[src/logic/fwsr_pkg.sv]
package fwsr_pkg;
  // Flash and register bus geometry.
  localparam int ADDR_W = 20;
  localparam int DQ_W   = 16;
  localparam int AXI_AW = 8;

  // Own register map, byte addresses of aligned words.
  localparam logic [7:0] REG_CTRL   = 8'h00;
  localparam logic [7:0] REG_ADDR   = 8'h04;
  localparam logic [7:0] REG_WDATA  = 8'h08;
  localparam logic [7:0] REG_STATUS = 8'h0c;
  localparam logic [7:0] REG_RDATA  = 8'h10;

  // Control register fields and operation codes.
  localparam int CTRL_OP_LSB = 0;
  localparam int CTRL_ABORT  = 3;
  localparam logic [2:0] OP_WRITE     = 3'h1;
  localparam logic [2:0] OP_READ      = 3'h2;
  localparam logic [2:0] OP_POLL      = 3'h3;
  localparam logic [2:0] OP_ERASE_ADD = 3'h4;
  localparam logic [2:0] OP_RESET     = 3'h5;

  // Status register fields.
  localparam int ST_BUSY    = 0;
  localparam int ST_DONE    = 1;
  localparam int ST_FAIL    = 2;
  localparam int ST_REFUSED = 3;
  localparam int ST_MAYBE   = 4;
  localparam int ST_READY   = 5;
  localparam int ST_TOGGLE  = 6;

  // Status positions on the flash data bus.
  localparam int DQ_POLL_BIT    = 7;
  localparam int DQ_TOGGLE_BIT  = 6;
  localparam int DQ_TIMEOUT_BIT = 5;
  localparam int DQ_WINDOW_BIT  = 3;
  localparam int DQ_SECTOR_BIT  = 2;

  // Flash command data.
  localparam logic [15:0] CMD_RESET        = 16'h00f0;
  localparam logic [15:0] CMD_SECTOR_ERASE = 16'h0030;

  // Reset values.
  localparam logic [19:0] ADDR_RST  = 20'h00000;
  localparam logic [15:0] WDATA_RST = 16'h0000;

  // Bus cycle timing.
  localparam int CLK_NS   = 40;
  localparam int T_ACC_NS = 120;
  localparam int T_WP_NS  = 50;
  localparam logic [3:0] ACC_CYC = 4'((T_ACC_NS + CLK_NS - 1) / CLK_NS);
  localparam logic [3:0] WP_CYC  = 4'((T_WP_NS + CLK_NS - 1) / CLK_NS);

  typedef enum logic [3:0] {
    CY_IDLE   = 4'b0001,
    CY_SETUP  = 4'b0010,
    CY_STROBE = 4'b0100,
    CY_GAP    = 4'b1000
  } fwsr_cyc_t;

  typedef enum logic [9:0] {
    S_IDLE  = 10'b0000000001,
    S_RD1   = 10'b0000000010,
    S_RD2   = 10'b0000000100,
    S_RD3   = 10'b0000001000,
    S_RD4   = 10'b0000010000,
    S_RST   = 10'b0000100000,
    S_WPRE  = 10'b0001000000,
    S_WCMD  = 10'b0010000000,
    S_WPOST = 10'b0100000000,
    S_ONE   = 10'b1000000000
  } fwsr_seq_t;
endpackage : fwsr_pkg

[src/logic/fwsr_bus_cycle.sv]
`timescale 1ns/1ps
module fwsr_bus_cycle
  import fwsr_pkg::*;
(
  // Clock and reset.
  input  wire logic              clk_sys,
  input  wire logic              rst,
  // Cycle request.
  input  wire logic              start,
  input  wire logic              is_wr,
  input  wire logic [ADDR_W-1:0] addr,
  input  wire logic [DQ_W-1:0]   wdata,
  output logic                   done,
  output logic [DQ_W-1:0]        rdata,
  // Flash pins.
  output logic [ADDR_W-1:0]      flash_addr,
  output logic [DQ_W-1:0]        flash_dq_out,
  output logic                   flash_dq_oe,
  input  wire logic [DQ_W-1:0]   flash_dq_in,
  output logic                   flash_ce_n,
  output logic                   flash_oe_n,
  output logic                   flash_we_n
);
  fwsr_cyc_t          st_reg, st_next;
  logic [3:0]         cnt_reg, cnt_next;
  logic               wr_reg, wr_next;
  logic [ADDR_W-1:0]  addr_reg, addr_next;
  logic [DQ_W-1:0]    wd_reg, wd_next, rd_reg, rd_next;
  logic               ce_n_reg, ce_n_next, oe_n_reg, oe_n_next;
  logic               we_n_reg, we_n_next, dq_oe_reg, dq_oe_next;

  // Every strobe closes on a gap cycle so that successive status reads are
  // separate read cycles, which the toggle bits need to advance.
  always_comb begin
    st_next   = st_reg;
    cnt_next  = cnt_reg;
    wr_next   = wr_reg;
    addr_next = addr_reg;
    wd_next   = wd_reg;
    rd_next   = rd_reg;
    unique case (st_reg)
      CY_IDLE: if (start) begin
        st_next   = CY_SETUP;
        wr_next   = is_wr;
        addr_next = addr;
        wd_next   = wdata;
      end
      CY_SETUP: begin
        st_next  = CY_STROBE;
        cnt_next = (wr_reg ? WP_CYC : ACC_CYC) - 4'h1;
      end
      CY_STROBE: if (cnt_reg == 4'h0) begin
        st_next = CY_GAP;
        if (!wr_reg) begin
          rd_next = flash_dq_in;
        end
      end else begin
        cnt_next = cnt_reg - 4'h1;
      end
      CY_GAP: st_next = CY_IDLE;
    endcase
    ce_n_next  = !(st_next == CY_SETUP || st_next == CY_STROBE);
    oe_n_next  = !(st_next == CY_STROBE && !wr_next);
    we_n_next  = !(st_next == CY_STROBE && wr_next);
    dq_oe_next = wr_next && (st_next != CY_IDLE);
  end

  always_ff @(posedge clk_sys or posedge rst) begin
    if (rst) begin
      st_reg    <= CY_IDLE;
      cnt_reg   <= 4'h0;
      wr_reg    <= 1'b0;
      addr_reg  <= ADDR_RST;
      wd_reg    <= WDATA_RST;
      rd_reg    <= WDATA_RST;
      ce_n_reg  <= 1'b1;
      oe_n_reg  <= 1'b1;
      we_n_reg  <= 1'b1;
      dq_oe_reg <= 1'b0;
    end else begin
      st_reg    <= st_next;
      cnt_reg   <= cnt_next;
      wr_reg    <= wr_next;
      addr_reg  <= addr_next;
      wd_reg    <= wd_next;
      rd_reg    <= rd_next;
      ce_n_reg  <= ce_n_next;
      oe_n_reg  <= oe_n_next;
      we_n_reg  <= we_n_next;
      dq_oe_reg <= dq_oe_next;
    end
  end

  assign done         = (st_reg == CY_GAP);
  assign rdata        = rd_reg;
  assign flash_addr   = addr_reg;
  assign flash_dq_out = wd_reg;
  assign flash_dq_oe  = dq_oe_reg;
  assign flash_ce_n   = ce_n_reg;
  assign flash_oe_n   = oe_n_reg;
  assign flash_we_n   = we_n_reg;
endmodule : fwsr_bus_cycle

[src/logic/fwsr_ctrl.sv]
`timescale 1ns/1ps
// How it works
// Device pulls ready line low while busy.
// Ready line valid after last write strobe.
// Toggle bit flips on each status read.
// Toggle bit valid through erase window.
// All-protected erase toggles about 100 us.
// Protected program toggles about 2 us.
// Erase skips protected sectors silently.
// Toggle stops in suspend, resumes for program.
// Sector toggle flips inside erasing sectors.
// Timeout bit high on pulse limit overrun.
// Programming a zero to one times out; the flash model ANDs the word into memory and raises no timeout.
// Host writes reset after timeout failure.
// Window bit rises when erase window expires.
// Closed window ignores all but suspend.
// Skip window check only under 50 us spacing.
// Check window bit before and after erase.
// Two reads compared decide toggling.
// Recheck toggle when timeout bit high.
// Resumed polling restarts from double read.
// Polling bit shows complement until done.
// Suspended non-erasing reads return data.
module fwsr_ctrl
  import fwsr_pkg::*;
(
  // Clock and reset.
  input  wire logic              clk_sys,
  input  wire logic              rst,
  // AXI4-Lite write channels.
  input  wire logic [AXI_AW-1:0] s_axi_awaddr,
  input  wire logic              s_axi_awvalid,
  output logic                   s_axi_awready,
  input  wire logic [31:0]       s_axi_wdata,
  input  wire logic [3:0]        s_axi_wstrb,
  input  wire logic              s_axi_wvalid,
  output logic                   s_axi_wready,
  output logic [1:0]             s_axi_bresp,
  output logic                   s_axi_bvalid,
  input  wire logic              s_axi_bready,
  // AXI4-Lite read channels.
  input  wire logic [AXI_AW-1:0] s_axi_araddr,
  input  wire logic              s_axi_arvalid,
  output logic                   s_axi_arready,
  output logic [31:0]            s_axi_rdata,
  output logic [1:0]             s_axi_rresp,
  output logic                   s_axi_rvalid,
  input  wire logic              s_axi_rready,
  // Flash pins.
  output logic [ADDR_W-1:0]      flash_addr,
  output logic [DQ_W-1:0]        flash_dq_out,
  output logic                   flash_dq_oe,
  input  wire logic [DQ_W-1:0]   flash_dq_in,
  output logic                   flash_ce_n,
  output logic                   flash_oe_n,
  output logic                   flash_we_n,
  input  wire logic              ready_busy_n
);
  function automatic logic fwsr_mapped(input logic [AXI_AW-1:0] a);
    fwsr_mapped = (a == REG_CTRL) || (a == REG_ADDR) || (a == REG_WDATA) ||
                  (a == REG_STATUS) || (a == REG_RDATA);
  endfunction : fwsr_mapped

  function automatic logic [31:0] fwsr_merge(input logic [31:0] old_v,
                                             input logic [31:0] new_v,
                                             input logic [3:0]  strb);
    fwsr_merge = old_v;
    for (int i = 0; i < 4; i++) begin
      if (strb[i]) begin
        fwsr_merge[8*i +: 8] = new_v[8*i +: 8];
      end
    end
  endfunction : fwsr_merge

  // Register bus state.
  logic              aw_got_reg, aw_got_next, w_got_reg, w_got_next;
  logic [AXI_AW-1:0] awa_reg, awa_next;
  logic [31:0]       wd_reg, wd_next;
  logic [3:0]        ws_reg, ws_next;
  logic              bvalid_reg, bvalid_next, rvalid_reg, rvalid_next;
  logic [1:0]        bresp_reg, bresp_next, rresp_reg, rresp_next;
  logic [31:0]       rdata_reg, rdata_next;
  logic [31:0]       addr_reg, addr_next, wdat_reg, wdat_next;
  logic              wr_fire, ctrl_wr;
  logic [31:0]       status_word;

  // Sequencer state.
  fwsr_seq_t         state_reg, state_next;
  logic              issued_reg, issued_next, abort_reg, abort_next;
  logic              one_wr_reg, one_wr_next, tog_reg, tog_next;
  logic              done_reg, done_next, fail_reg, fail_next;
  logic              refused_reg, refused_next, maybe_reg, maybe_next;
  logic [DQ_W-1:0]   last_reg, last_next;
  logic              rb_reg;
  logic              cyc_start, cyc_wr, cyc_done;
  logic [DQ_W-1:0]   cyc_wdata, cyc_rdata;

  assign wr_fire = aw_got_reg && w_got_reg && !bvalid_reg;
  assign ctrl_wr = wr_fire && (awa_reg == REG_CTRL) && ws_reg[0];
  assign status_word = {25'h0000000, tog_reg, rb_reg, maybe_reg, refused_reg,
                        fail_reg, done_reg, !state_reg[0]};

  always_comb begin
    aw_got_next = aw_got_reg;
    w_got_next  = w_got_reg;
    awa_next    = awa_reg;
    wd_next     = wd_reg;
    ws_next     = ws_reg;
    bvalid_next = bvalid_reg;
    bresp_next  = bresp_reg;
    rvalid_next = rvalid_reg;
    rresp_next  = rresp_reg;
    rdata_next  = rdata_reg;
    addr_next   = addr_reg;
    wdat_next   = wdat_reg;
    if (s_axi_awvalid && s_axi_awready) begin
      aw_got_next = 1'b1;
      awa_next    = s_axi_awaddr;
    end
    if (s_axi_wvalid && s_axi_wready) begin
      w_got_next = 1'b1;
      wd_next    = s_axi_wdata;
      ws_next    = s_axi_wstrb;
    end
    if (wr_fire) begin
      aw_got_next = 1'b0;
      w_got_next  = 1'b0;
      bvalid_next = 1'b1;
      bresp_next  = fwsr_mapped(awa_reg) ? 2'h0 : 2'h2;
      if (awa_reg == REG_ADDR) begin
        addr_next = fwsr_merge(addr_reg, wd_reg, ws_reg) & 32'h000fffff;
      end
      if (awa_reg == REG_WDATA) begin
        wdat_next = fwsr_merge(wdat_reg, wd_reg, ws_reg) & 32'h0000ffff;
      end
    end else if (bvalid_reg && s_axi_bready) begin
      bvalid_next = 1'b0;
    end
    if (s_axi_arvalid && s_axi_arready) begin
      rvalid_next = 1'b1;
      rresp_next  = fwsr_mapped(s_axi_araddr) ? 2'h0 : 2'h2;
      unique case (s_axi_araddr)
        REG_ADDR:   rdata_next = addr_reg;
        REG_WDATA:  rdata_next = wdat_reg;
        REG_STATUS: rdata_next = status_word;
        REG_RDATA:  rdata_next = {16'h0000, last_reg};
        default:    rdata_next = 32'h00000000;
      endcase
    end else if (rvalid_reg && s_axi_rready) begin
      rvalid_next = 1'b0;
    end
  end

  always_ff @(posedge clk_sys or posedge rst) begin
    if (rst) begin
      aw_got_reg <= 1'b0;
      w_got_reg  <= 1'b0;
      awa_reg    <= 8'h00;
      wd_reg     <= 32'h00000000;
      ws_reg     <= 4'h0;
      bvalid_reg <= 1'b0;
      bresp_reg  <= 2'h0;
      rvalid_reg <= 1'b0;
      rresp_reg  <= 2'h0;
      rdata_reg  <= 32'h00000000;
      addr_reg   <= 32'h00000000;
      wdat_reg   <= 32'h00000000;
    end else begin
      aw_got_reg <= aw_got_next;
      w_got_reg  <= w_got_next;
      awa_reg    <= awa_next;
      wd_reg     <= wd_next;
      ws_reg     <= ws_next;
      bvalid_reg <= bvalid_next;
      bresp_reg  <= bresp_next;
      rvalid_reg <= rvalid_next;
      rresp_reg  <= rresp_next;
      rdata_reg  <= rdata_next;
      addr_reg   <= addr_next;
      wdat_reg   <= wdat_next;
    end
  end

  assign s_axi_awready = !aw_got_reg && !bvalid_reg;
  assign s_axi_wready  = !w_got_reg && !bvalid_reg;
  assign s_axi_bvalid  = bvalid_reg;
  assign s_axi_bresp   = bresp_reg;
  assign s_axi_arready = !rvalid_reg;
  assign s_axi_rvalid  = rvalid_reg;
  assign s_axi_rresp   = rresp_reg;
  assign s_axi_rdata   = rdata_reg;

  // Commands written while busy are dropped; only abort is heard then, and it
  // ends a poll only when a second status read that still toggles without timeout completes, never in mid strobe.
  always_comb begin
    state_next   = state_reg;
    issued_next  = issued_reg;
    abort_next   = abort_reg || (ctrl_wr && wd_reg[CTRL_ABORT] && !state_reg[0]);
    one_wr_next  = one_wr_reg;
    tog_next     = tog_reg;
    done_next    = done_reg;
    fail_next    = fail_reg;
    refused_next = refused_reg;
    maybe_next   = maybe_reg;
    last_next    = last_reg;
    cyc_start    = 1'b0;
    cyc_wr       = (state_reg == S_RST) || (state_reg == S_WCMD) ||
                   ((state_reg == S_ONE) && one_wr_reg);
    cyc_wdata    = (state_reg == S_RST) ? CMD_RESET :
                   (state_reg == S_WCMD) ? CMD_SECTOR_ERASE : wdat_reg[DQ_W-1:0];
    if (state_reg == S_IDLE) begin
      if (ctrl_wr && !wd_reg[CTRL_ABORT]) begin
        abort_next   = 1'b0;
        done_next    = 1'b0;
        fail_next    = 1'b0;
        refused_next = 1'b0;
        maybe_next   = 1'b0;
        unique case (wd_reg[CTRL_OP_LSB +: 3])
          OP_WRITE:     begin state_next = S_ONE; one_wr_next = 1'b1; end
          OP_READ:      begin state_next = S_ONE; one_wr_next = 1'b0; end
          OP_POLL:      state_next = S_RD1;
          OP_ERASE_ADD: state_next = S_WPRE;
          OP_RESET:     state_next = S_RST;
          default:      done_next = 1'b1;
        endcase
      end
    end else if (!issued_reg) begin
      cyc_start   = 1'b1;
      issued_next = 1'b1;
    end else if (cyc_done) begin
      issued_next = 1'b0;
      if (!cyc_wr) begin
        last_next = cyc_rdata;
      end
      unique case (state_reg)
        S_RD1, S_RD3: begin
          tog_next   = cyc_rdata[DQ_TOGGLE_BIT];
          state_next = (state_reg == S_RD1) ? S_RD2 : S_RD4;
        end
        S_RD2: begin
          if (cyc_rdata[DQ_TOGGLE_BIT] == tog_reg) begin
            state_next = S_IDLE;
            done_next  = 1'b1;
          end else if (cyc_rdata[DQ_TIMEOUT_BIT]) begin
            state_next = S_RD3;
          end else if (abort_reg) begin
            state_next = S_IDLE;
            done_next  = 1'b1;
          end else begin
            state_next = S_RD1;
          end
        end
        S_RD4: begin
          if (cyc_rdata[DQ_TOGGLE_BIT] == tog_reg) begin
            state_next = S_IDLE;
            done_next  = 1'b1;
          end else begin
            state_next = S_RST;
            fail_next  = 1'b1;
          end
        end
        S_RST, S_WPOST, S_ONE: begin
          state_next = S_IDLE;
          done_next  = 1'b1;
          if (state_reg == S_WPOST) begin
            maybe_next = cyc_rdata[DQ_WINDOW_BIT];
          end
        end
        S_WPRE: begin
          if (cyc_rdata[DQ_WINDOW_BIT]) begin
            state_next   = S_IDLE;
            refused_next = 1'b1;
            done_next    = 1'b1;
          end else begin
            state_next = S_WCMD;
          end
        end
        S_WCMD: state_next = S_WPOST;
        default: state_next = S_IDLE;
      endcase
    end
  end

  always_ff @(posedge clk_sys or posedge rst) begin
    if (rst) begin
      state_reg   <= S_IDLE;
      issued_reg  <= 1'b0;
      abort_reg   <= 1'b0;
      one_wr_reg  <= 1'b0;
      tog_reg     <= 1'b0;
      done_reg    <= 1'b0;
      fail_reg    <= 1'b0;
      refused_reg <= 1'b0;
      maybe_reg   <= 1'b0;
      last_reg    <= WDATA_RST;
      rb_reg      <= 1'b1;
    end else begin
      state_reg   <= state_next;
      issued_reg  <= issued_next;
      abort_reg   <= abort_next;
      one_wr_reg  <= one_wr_next;
      tog_reg     <= tog_next;
      done_reg    <= done_next;
      fail_reg    <= fail_next;
      refused_reg <= refused_next;
      maybe_reg   <= maybe_next;
      last_reg    <= last_next;
      rb_reg      <= ready_busy_n;
    end
  end

  fwsr_bus_cycle u_cycle (
    .clk_sys      (clk_sys),
    .rst          (rst),
    .start        (cyc_start),
    .is_wr        (cyc_wr),
    .addr         (addr_reg[ADDR_W-1:0]),
    .wdata        (cyc_wdata),
    .done         (cyc_done),
    .rdata        (cyc_rdata),
    .flash_addr   (flash_addr),
    .flash_dq_out (flash_dq_out),
    .flash_dq_oe  (flash_dq_oe),
    .flash_dq_in  (flash_dq_in),
    .flash_ce_n   (flash_ce_n),
    .flash_oe_n   (flash_oe_n),
    .flash_we_n   (flash_we_n)
  );
endmodule : fwsr_ctrl

[config.mk]
export PLATFORM = sky130hd
export DESIGN_NAME = fwsr_ctrl
export DESIGN_NICKNAME = d
export VERILOG_FILES = /design/src/logic/fwsr_pkg.sv /design/src/logic/fwsr_bus_cycle.sv /design/src/logic/fwsr_ctrl.sv
export SDC_FILE = /design/constraint.sdc
export NUM_CORES = 1
export LEC_CHECK = 0
export ABC_AREA = 1
export ABC_CLOCK_PERIOD_IN_PS = 10920
export BUFFER_PORTS_ARGS = -buffer_cell sky130_fd_sc_hd__buf_2
export CAP_MARGIN = 10
export CELL_PAD_IN_SITES_DETAIL_PLACEMENT = 0
export CELL_PAD_IN_SITES_GLOBAL_PLACEMENT = 1
export CORE_MARGIN = 2
export CORE_UTILIZATION = 40
export DETAILED_ROUTE_END_ITERATION = 16
export PLACE_DENSITY_LB_ADDON = 0.12
export RECOVER_POWER = 100
export SLEW_MARGIN = 20
export SYNTH_ARGS = -nofsm -noshare
export SYNTH_HDL_FRONTEND = slang
export SYNTH_SLANG_ARGS = --single-unit
[constraint.sdc]
create_clock -name clk_sys -period 10.92 [get_ports clk_sys]
set_input_delay 2.184 -clock clk_sys [delete_from_list [all_inputs] [get_ports clk_sys]]
set_output_delay 2.184 -clock clk_sys [all_outputs]
set_load 0.01 [all_outputs]
Yosys cells after proc, flatten, opt, wreduce, memory -nomap -nowiden
Index checks and enable logic that the tools add are counted.
{"block": "word_totals", "reg_bits": 207, "elab_cells": 223, "inputBits": 76, "output_inout_bits": 81}
{"block": "op_classes", "n_addsub": 2, "bitwise": 3, "n_reduce_logical": 77, "eq_ne": 39, "n_mux": 66}
{"cell": "one-hot mux 20 bit (4 select lines)", "n": 1}
{"cell": "one-hot mux 9 bit (5 select lines)", "n": 1}
{"cell": "2-to-1 mux 1 bit", "n": 42}
{"cell": "2-to-1 mux 10 bit", "n": 4}
{"cell": "one-hot mux 10 bit (4 select lines)", "n": 1}
{"cell": "equality test 8 x 4 -> 1 bit, second input constant", "n": 4}
{"cell": "2-to-1 mux 16 bit", "n": 2}
{"cell": "nonzero test 2 bit", "n": 13}
{"cell": "AND reduction 3 bit", "n": 7}
{"cell": "2-to-1 mux 4 bit", "n": 5}
{"cell": "logical AND 1 bit", "n": 18}
{"cell": "equality test 8 x 3 -> 1 bit, second input constant", "n": 2}
{"cell": "equality test 8 x 5 -> 1 bit, second input constant", "n": 2}
{"cell": "zero test 8 bit", "n": 2}
{"cell": "one-hot mux 4 bit (4 select lines)", "n": 1}
{"cell": "AND reduction 5 bit", "n": 3}
{"cell": "logical OR 1 bit", "n": 12}
{"cell": "AND reduction 4 bit", "n": 3}
{"cell": "equality test 10 x 1 -> 1 bit, second input constant", "n": 1}
{"cell": "equality test 10 bit, second input constant", "n": 1}
{"cell": "equality test 10 x 2 -> 1 bit, second input constant", "n": 1}
{"cell": "equality test 10 x 3 -> 1 bit, second input constant", "n": 1}
{"cell": "equality test 10 x 4 -> 1 bit, second input constant", "n": 1}
{"cell": "equality test 10 x 5 -> 1 bit, second input constant", "n": 1}
{"cell": "36 further kinds", "n": 58}

Logic depth before layout (Yosys ltp)
{"block": "depth", "ltp_word": 9, "ltp_mapped": 11, "ltp_nobuf": 11}

Hierarchy
Synthesis repeated with hierarchy kept, for this count alone.
{"block": "hier_totals", "cells_unflattened": 958, "area_unflattened_um2": 8799.7}
{"mod": "fwsr_ctrl", "cells_each": 739, "instances": 1, "seq_area_each_um2": 3205.6, "area_per_inst_um2": 6105.9}
{"mod": "fwsr_bus_cycle", "cells_each": 219, "instances": 1, "seq_area_each_um2": 1631.6, "area_per_inst_um2": 2693.8}

Worst setup path before layout
OpenSTA, ideal clock, no wires.
{"block": "synth_path", "path_kind": "input port to flip-flop", "startpoint": "input s_axi_araddr[1]", "endpoint": "register rdata_reg[10] (netlist: s_axi_rdata[10])", "setup_slack_ns": 7.602, "t_required_ns": 10.854, "stages": 7, "n_path_buf": 1, "setup_ns": 0.066, "t_arrival_ns": 3.252, "cell_sequence": "or2_1 -> nor3_2 -> buf_2 -> nand3_1 -> o211ai_1 -> nand2_1 -> nand2_1"}
{"block": "synth_between", "elab_chain_cells": 2, "elab_cells_between_ends": 5, "classes_between": "eq/ne (4); mux (1)"}
{"item": "start: declaration", "line_no": "fwsr_ctrl.sv:42", "source": "input wire logic [AXI_AW-1:0] s_axi_araddr,"}
{"item": "equality test 8 x 5 -> 1 bit (tied with other cells)", "line_no": "fwsr_ctrl.sv:142", "source": "unique case (s_axi_araddr)"}
{"item": "one-hot mux 20 bit (4 select lines) *", "line_no": "fwsr_ctrl.sv:142"}
{"item": "end signal: assignment", "line_no": "fwsr_ctrl.sv:178", "source": "rdata_reg <= rdata_next;"}
{"item": "end: declaration", "line_no": "fwsr_ctrl.sv:82", "source": "logic [31:0] rdata_reg, rdata_next;"}
Mark *: on every way between the ends. The rest lies on a longest branch, timed or not.
A chain may end at the register's enable or synchronous reset.

==> impl_metrics.env <==
export IMPL_crit_top_cell="clkbuf_1"
export IMPL_first_global_vias=6346
export IMPL_cap_violations=3
export IMPL_avgRoutedWirePerCell_um=15.6
export IMPL_skew_ps=8.94
export IMPL_crit_chain="clkbuf_1, inv_8, clkbuf_1"
export IMPL_switchingPower_uw=830
export IMPL_overflow=0
export IMPL_cts_hold_buf=0
export IMPL_slew_violations=169
export IMPL_syn_mean_instance_area_um2=8.88
export IMPL_vias_per_cell=4.81
export IMPL_async_reset_ff_frac=1.00
export IMPL_cp_required_ps=10770
export IMPL_ys_warn_count=0
export IMPL_antenna_found_initial=1
export IMPL_postCtsSetupBuffers=0
export IMPL_maxClockFrequency_mhz=180
export IMPL_hold_path_class="flip-flop to flip-flop"
export IMPL_synthDominantCellAreaShare=0.542
export IMPL_netlist_instances=973
export IMPL_ys_types=41
export IMPL_yosysMostFrequentCell="nand2_1"
export IMPL_final_cell_count_no_fill=1381
export IMPL_tightestPinTransition_ps=3140
export IMPL_io_buffers=129
export IMPL_timing_hold_ws_ps=474
export IMPL_synth_area_um2=8640
export IMPL_grt_max_degree=135
export IMPL_crit_slowest_cell="clkbuf_1"
export IMPL_route_detailed_drc=0
export IMPL_firstDrtPassIters=5
export IMPL_hpwl_mm=15.1
export IMPL_cts_tree="built"
export IMPL_drtIter0Drc=363
export IMPL_postCtsResizedCells=0
export IMPL_utilization=0.466
export IMPL_core_um2=21100
export IMPL_synth_flop_cell="dfrtp_1"
export IMPL_cts_inserted_buffers=17
export IMPL_fin_nets=1171
export IMPL_dieWidth_um=151
export IMPL_routabilityCongestion=0.778
export IMPL_power_density_nw_per_um2=231
export IMPL_grt_pass1_wl_mm=34.4
export IMPL_ys_seq_elements=193
export IMPL_power_uw=2270
export IMPL_min_period_ps=5540
export IMPL_pwr_share_comb=0.275
export IMPL_insertion_delay_ps=440
export IMPL_period_share=0.507
export IMPL_htreeDepth=4
export IMPL_setup_viol=0
export IMPL_clock_path_buffers=2
export IMPL_worstSetupPathType="input port to asynchronous set/reset pin"
export IMPL_vias=6641
export IMPL_switching_share=0.366
export IMPL_seqPwrFrac=0.447
export IMPL_synthTopCellsByCount="nand2_1, dfrtp_1, inv_1"
export IMPL_violations="max-capacitance violations, max-slew violations"
export IMPL_p_leak_uw=0.00481
export IMPL_antennaDiodeCount=0
export IMPL_clk_pin_slew_ps=80
export IMPL_grt_usage=0.199
export IMPL_dieArea_um2=22800
export IMPL_synth_edff_count=0
export IMPL_startpoint_type="input port"
export IMPL_worst_setup_path_end_kind="asynchronous set/reset pin"
export IMPL_pin_count=157
export IMPL_row_count=53
export IMPL_outcome="complete, but fails checks"
export IMPL_cp_max_fo=134
export IMPL_slew_limit_headroom=-1.09
export IMPL_ys_seq_area_frac=0.560
export IMPL_ir_drop_mv=0.154
export IMPL_layout_drive_gt1_share=0.120
export IMPL_initial_utilization=0.410
export IMPL_finalSetupTns_ps=0
export IMPL_die_h_um=151
export IMPL_syn2layout_area_growth_pct=13.7
export IMPL_hold_viol_final=0
export IMPL_rsz0062_at_grt="no"
export IMPL_worstPathArrival_ps=5390
export IMPL_cts_root_buf="clkbuf_16"
export IMPL_power_internal_uw=1440
export IMPL_placed_cells=1349
export IMPL_clock_sinks=193
export IMPL_max_stage_delay_ps=2270
export IMPL_p_clk_frac=0.277
export IMPL_synthTopCellsByArea="dfrtp_1, nand2_1, nand3_1, o21ai_0, inv_1"
export IMPL_ant_nets=0
export IMPL_routed_wirelength_mm=21.5
export IMPL_yosysTopAreaCell="dfrtp_1"
per-layer routing:
metal / up-vias / global-route usage / part of all wire
li1: 3365 / - / -
met1: 3104 / 0.288 / 0.49
met2: 150 / 0.310 / 0.46
met4: 2 / 0.0491 / 0.011
met5: - / 0 / 0.00060
met3: 20 / 0.0370 / 0.045
stage by stage:
stage               instance area [um2]  setup slack (ps)
floorplan                          8690              3490
global route                       9820              4520
global placement                   9450              6840
CTS                               10000              7370
detailed placement                 9460              6910
finish                             9820              5380
worst max-delay path: cells and delay by family:
family	cells	cell delay (ps)
buffers and inverters	3	3030
power groups by stage:
stage	Clock (uW)	Combinational, uW	Sequential (uW)
2_1_floorplan	0	509	1010
3_3_place_gp	0	678	1030
3_5_place_dp	0	687	1030
4_1_cts	641	689	1010
5_1_grt	670	724	1040
6_report	630	625	1010
path summary, 6_finish.rpt:
kind / slack (ps) / end / cells after the start / startpoint
worst max-delay path: 5380 / maybe_reg$_DFFE_PP0P_ / 3 / rst
worst min-delay path: 470 / u_cycle.flash_dq_out[4]$_DFFE_PP0P_ / 2 / u_cycle.flash_dq_out[4]$_DFFE_PP0P_
worst max register to register: 5630 / u_cycle.flash_we_n$_DFF_PP1_ / 10 / state_reg[4]$_DFFE_PP0P_
worst min register to register: 470 / u_cycle.flash_dq_out[4]$_DFFE_PP0P_ / 2 / u_cycle.flash_dq_out[4]$_DFFE_PP0P_
max in group clk_sys: 5630 / u_cycle.flash_we_n$_DFF_PP1_ / 10 / state_reg[4]$_DFFE_PP0P_
min in group asynchronous: 1970 / state_reg[4]$_DFFE_PP0P_ / 2 / rst
layout by cell type (no fill, tap or decap), drive strengths merged, types with 5 or more instances in the layout:
master | netlist | layout
a21oi | 42 | 42
buf | 30 | 61
clkbuf | 16 | 91
clkinvlp | 0 | 5
conb | 1 | 14
dfrtp | 187 | 187
dfstp | 6 | 6
inv | 103 | 109
mux2 | 11 | 11
nand2 | 246 | 246
nand3 | 84 | 84
nand4 | 10 | 10
nor2 | 92 | 92
nor3 | 11 | 11
o211ai | 10 | 10
o21ai | 103 | 103
o31ai | 6 | 6
layout make-up:
cell class / instances / area (um2)
clock buffer: 18 / 439
clock inverter: 14 / 145
fill: 2170 / 11300
inverter: 103 / 395
multi-input combinational: 644 / 3080
sequential: 193 / 4840
tap: 275 / 344
timing repair buffer: 134 / 584
logic make-up (layout without fill, tap and decap cells):
logic type | after synthesis | count (layout) | share of synthesized area
xor gates and xnor gates | 3 | 3 | 0.00304
and+or+nand+nor | 448 | 448 | 0.233
buffers and inverters | 149 | 269 | 0.0776
adders and majority gates | 2 | 2 | 0.00290
DFF | 193 | 193 | 0.560
muxes | 11 | 11 | 0.0143
other | 1 | 14 | 0.000434
AOI/OAI and AO/OA | 166 | 166 | 0.109
Power figures use the tool's default switching activity.
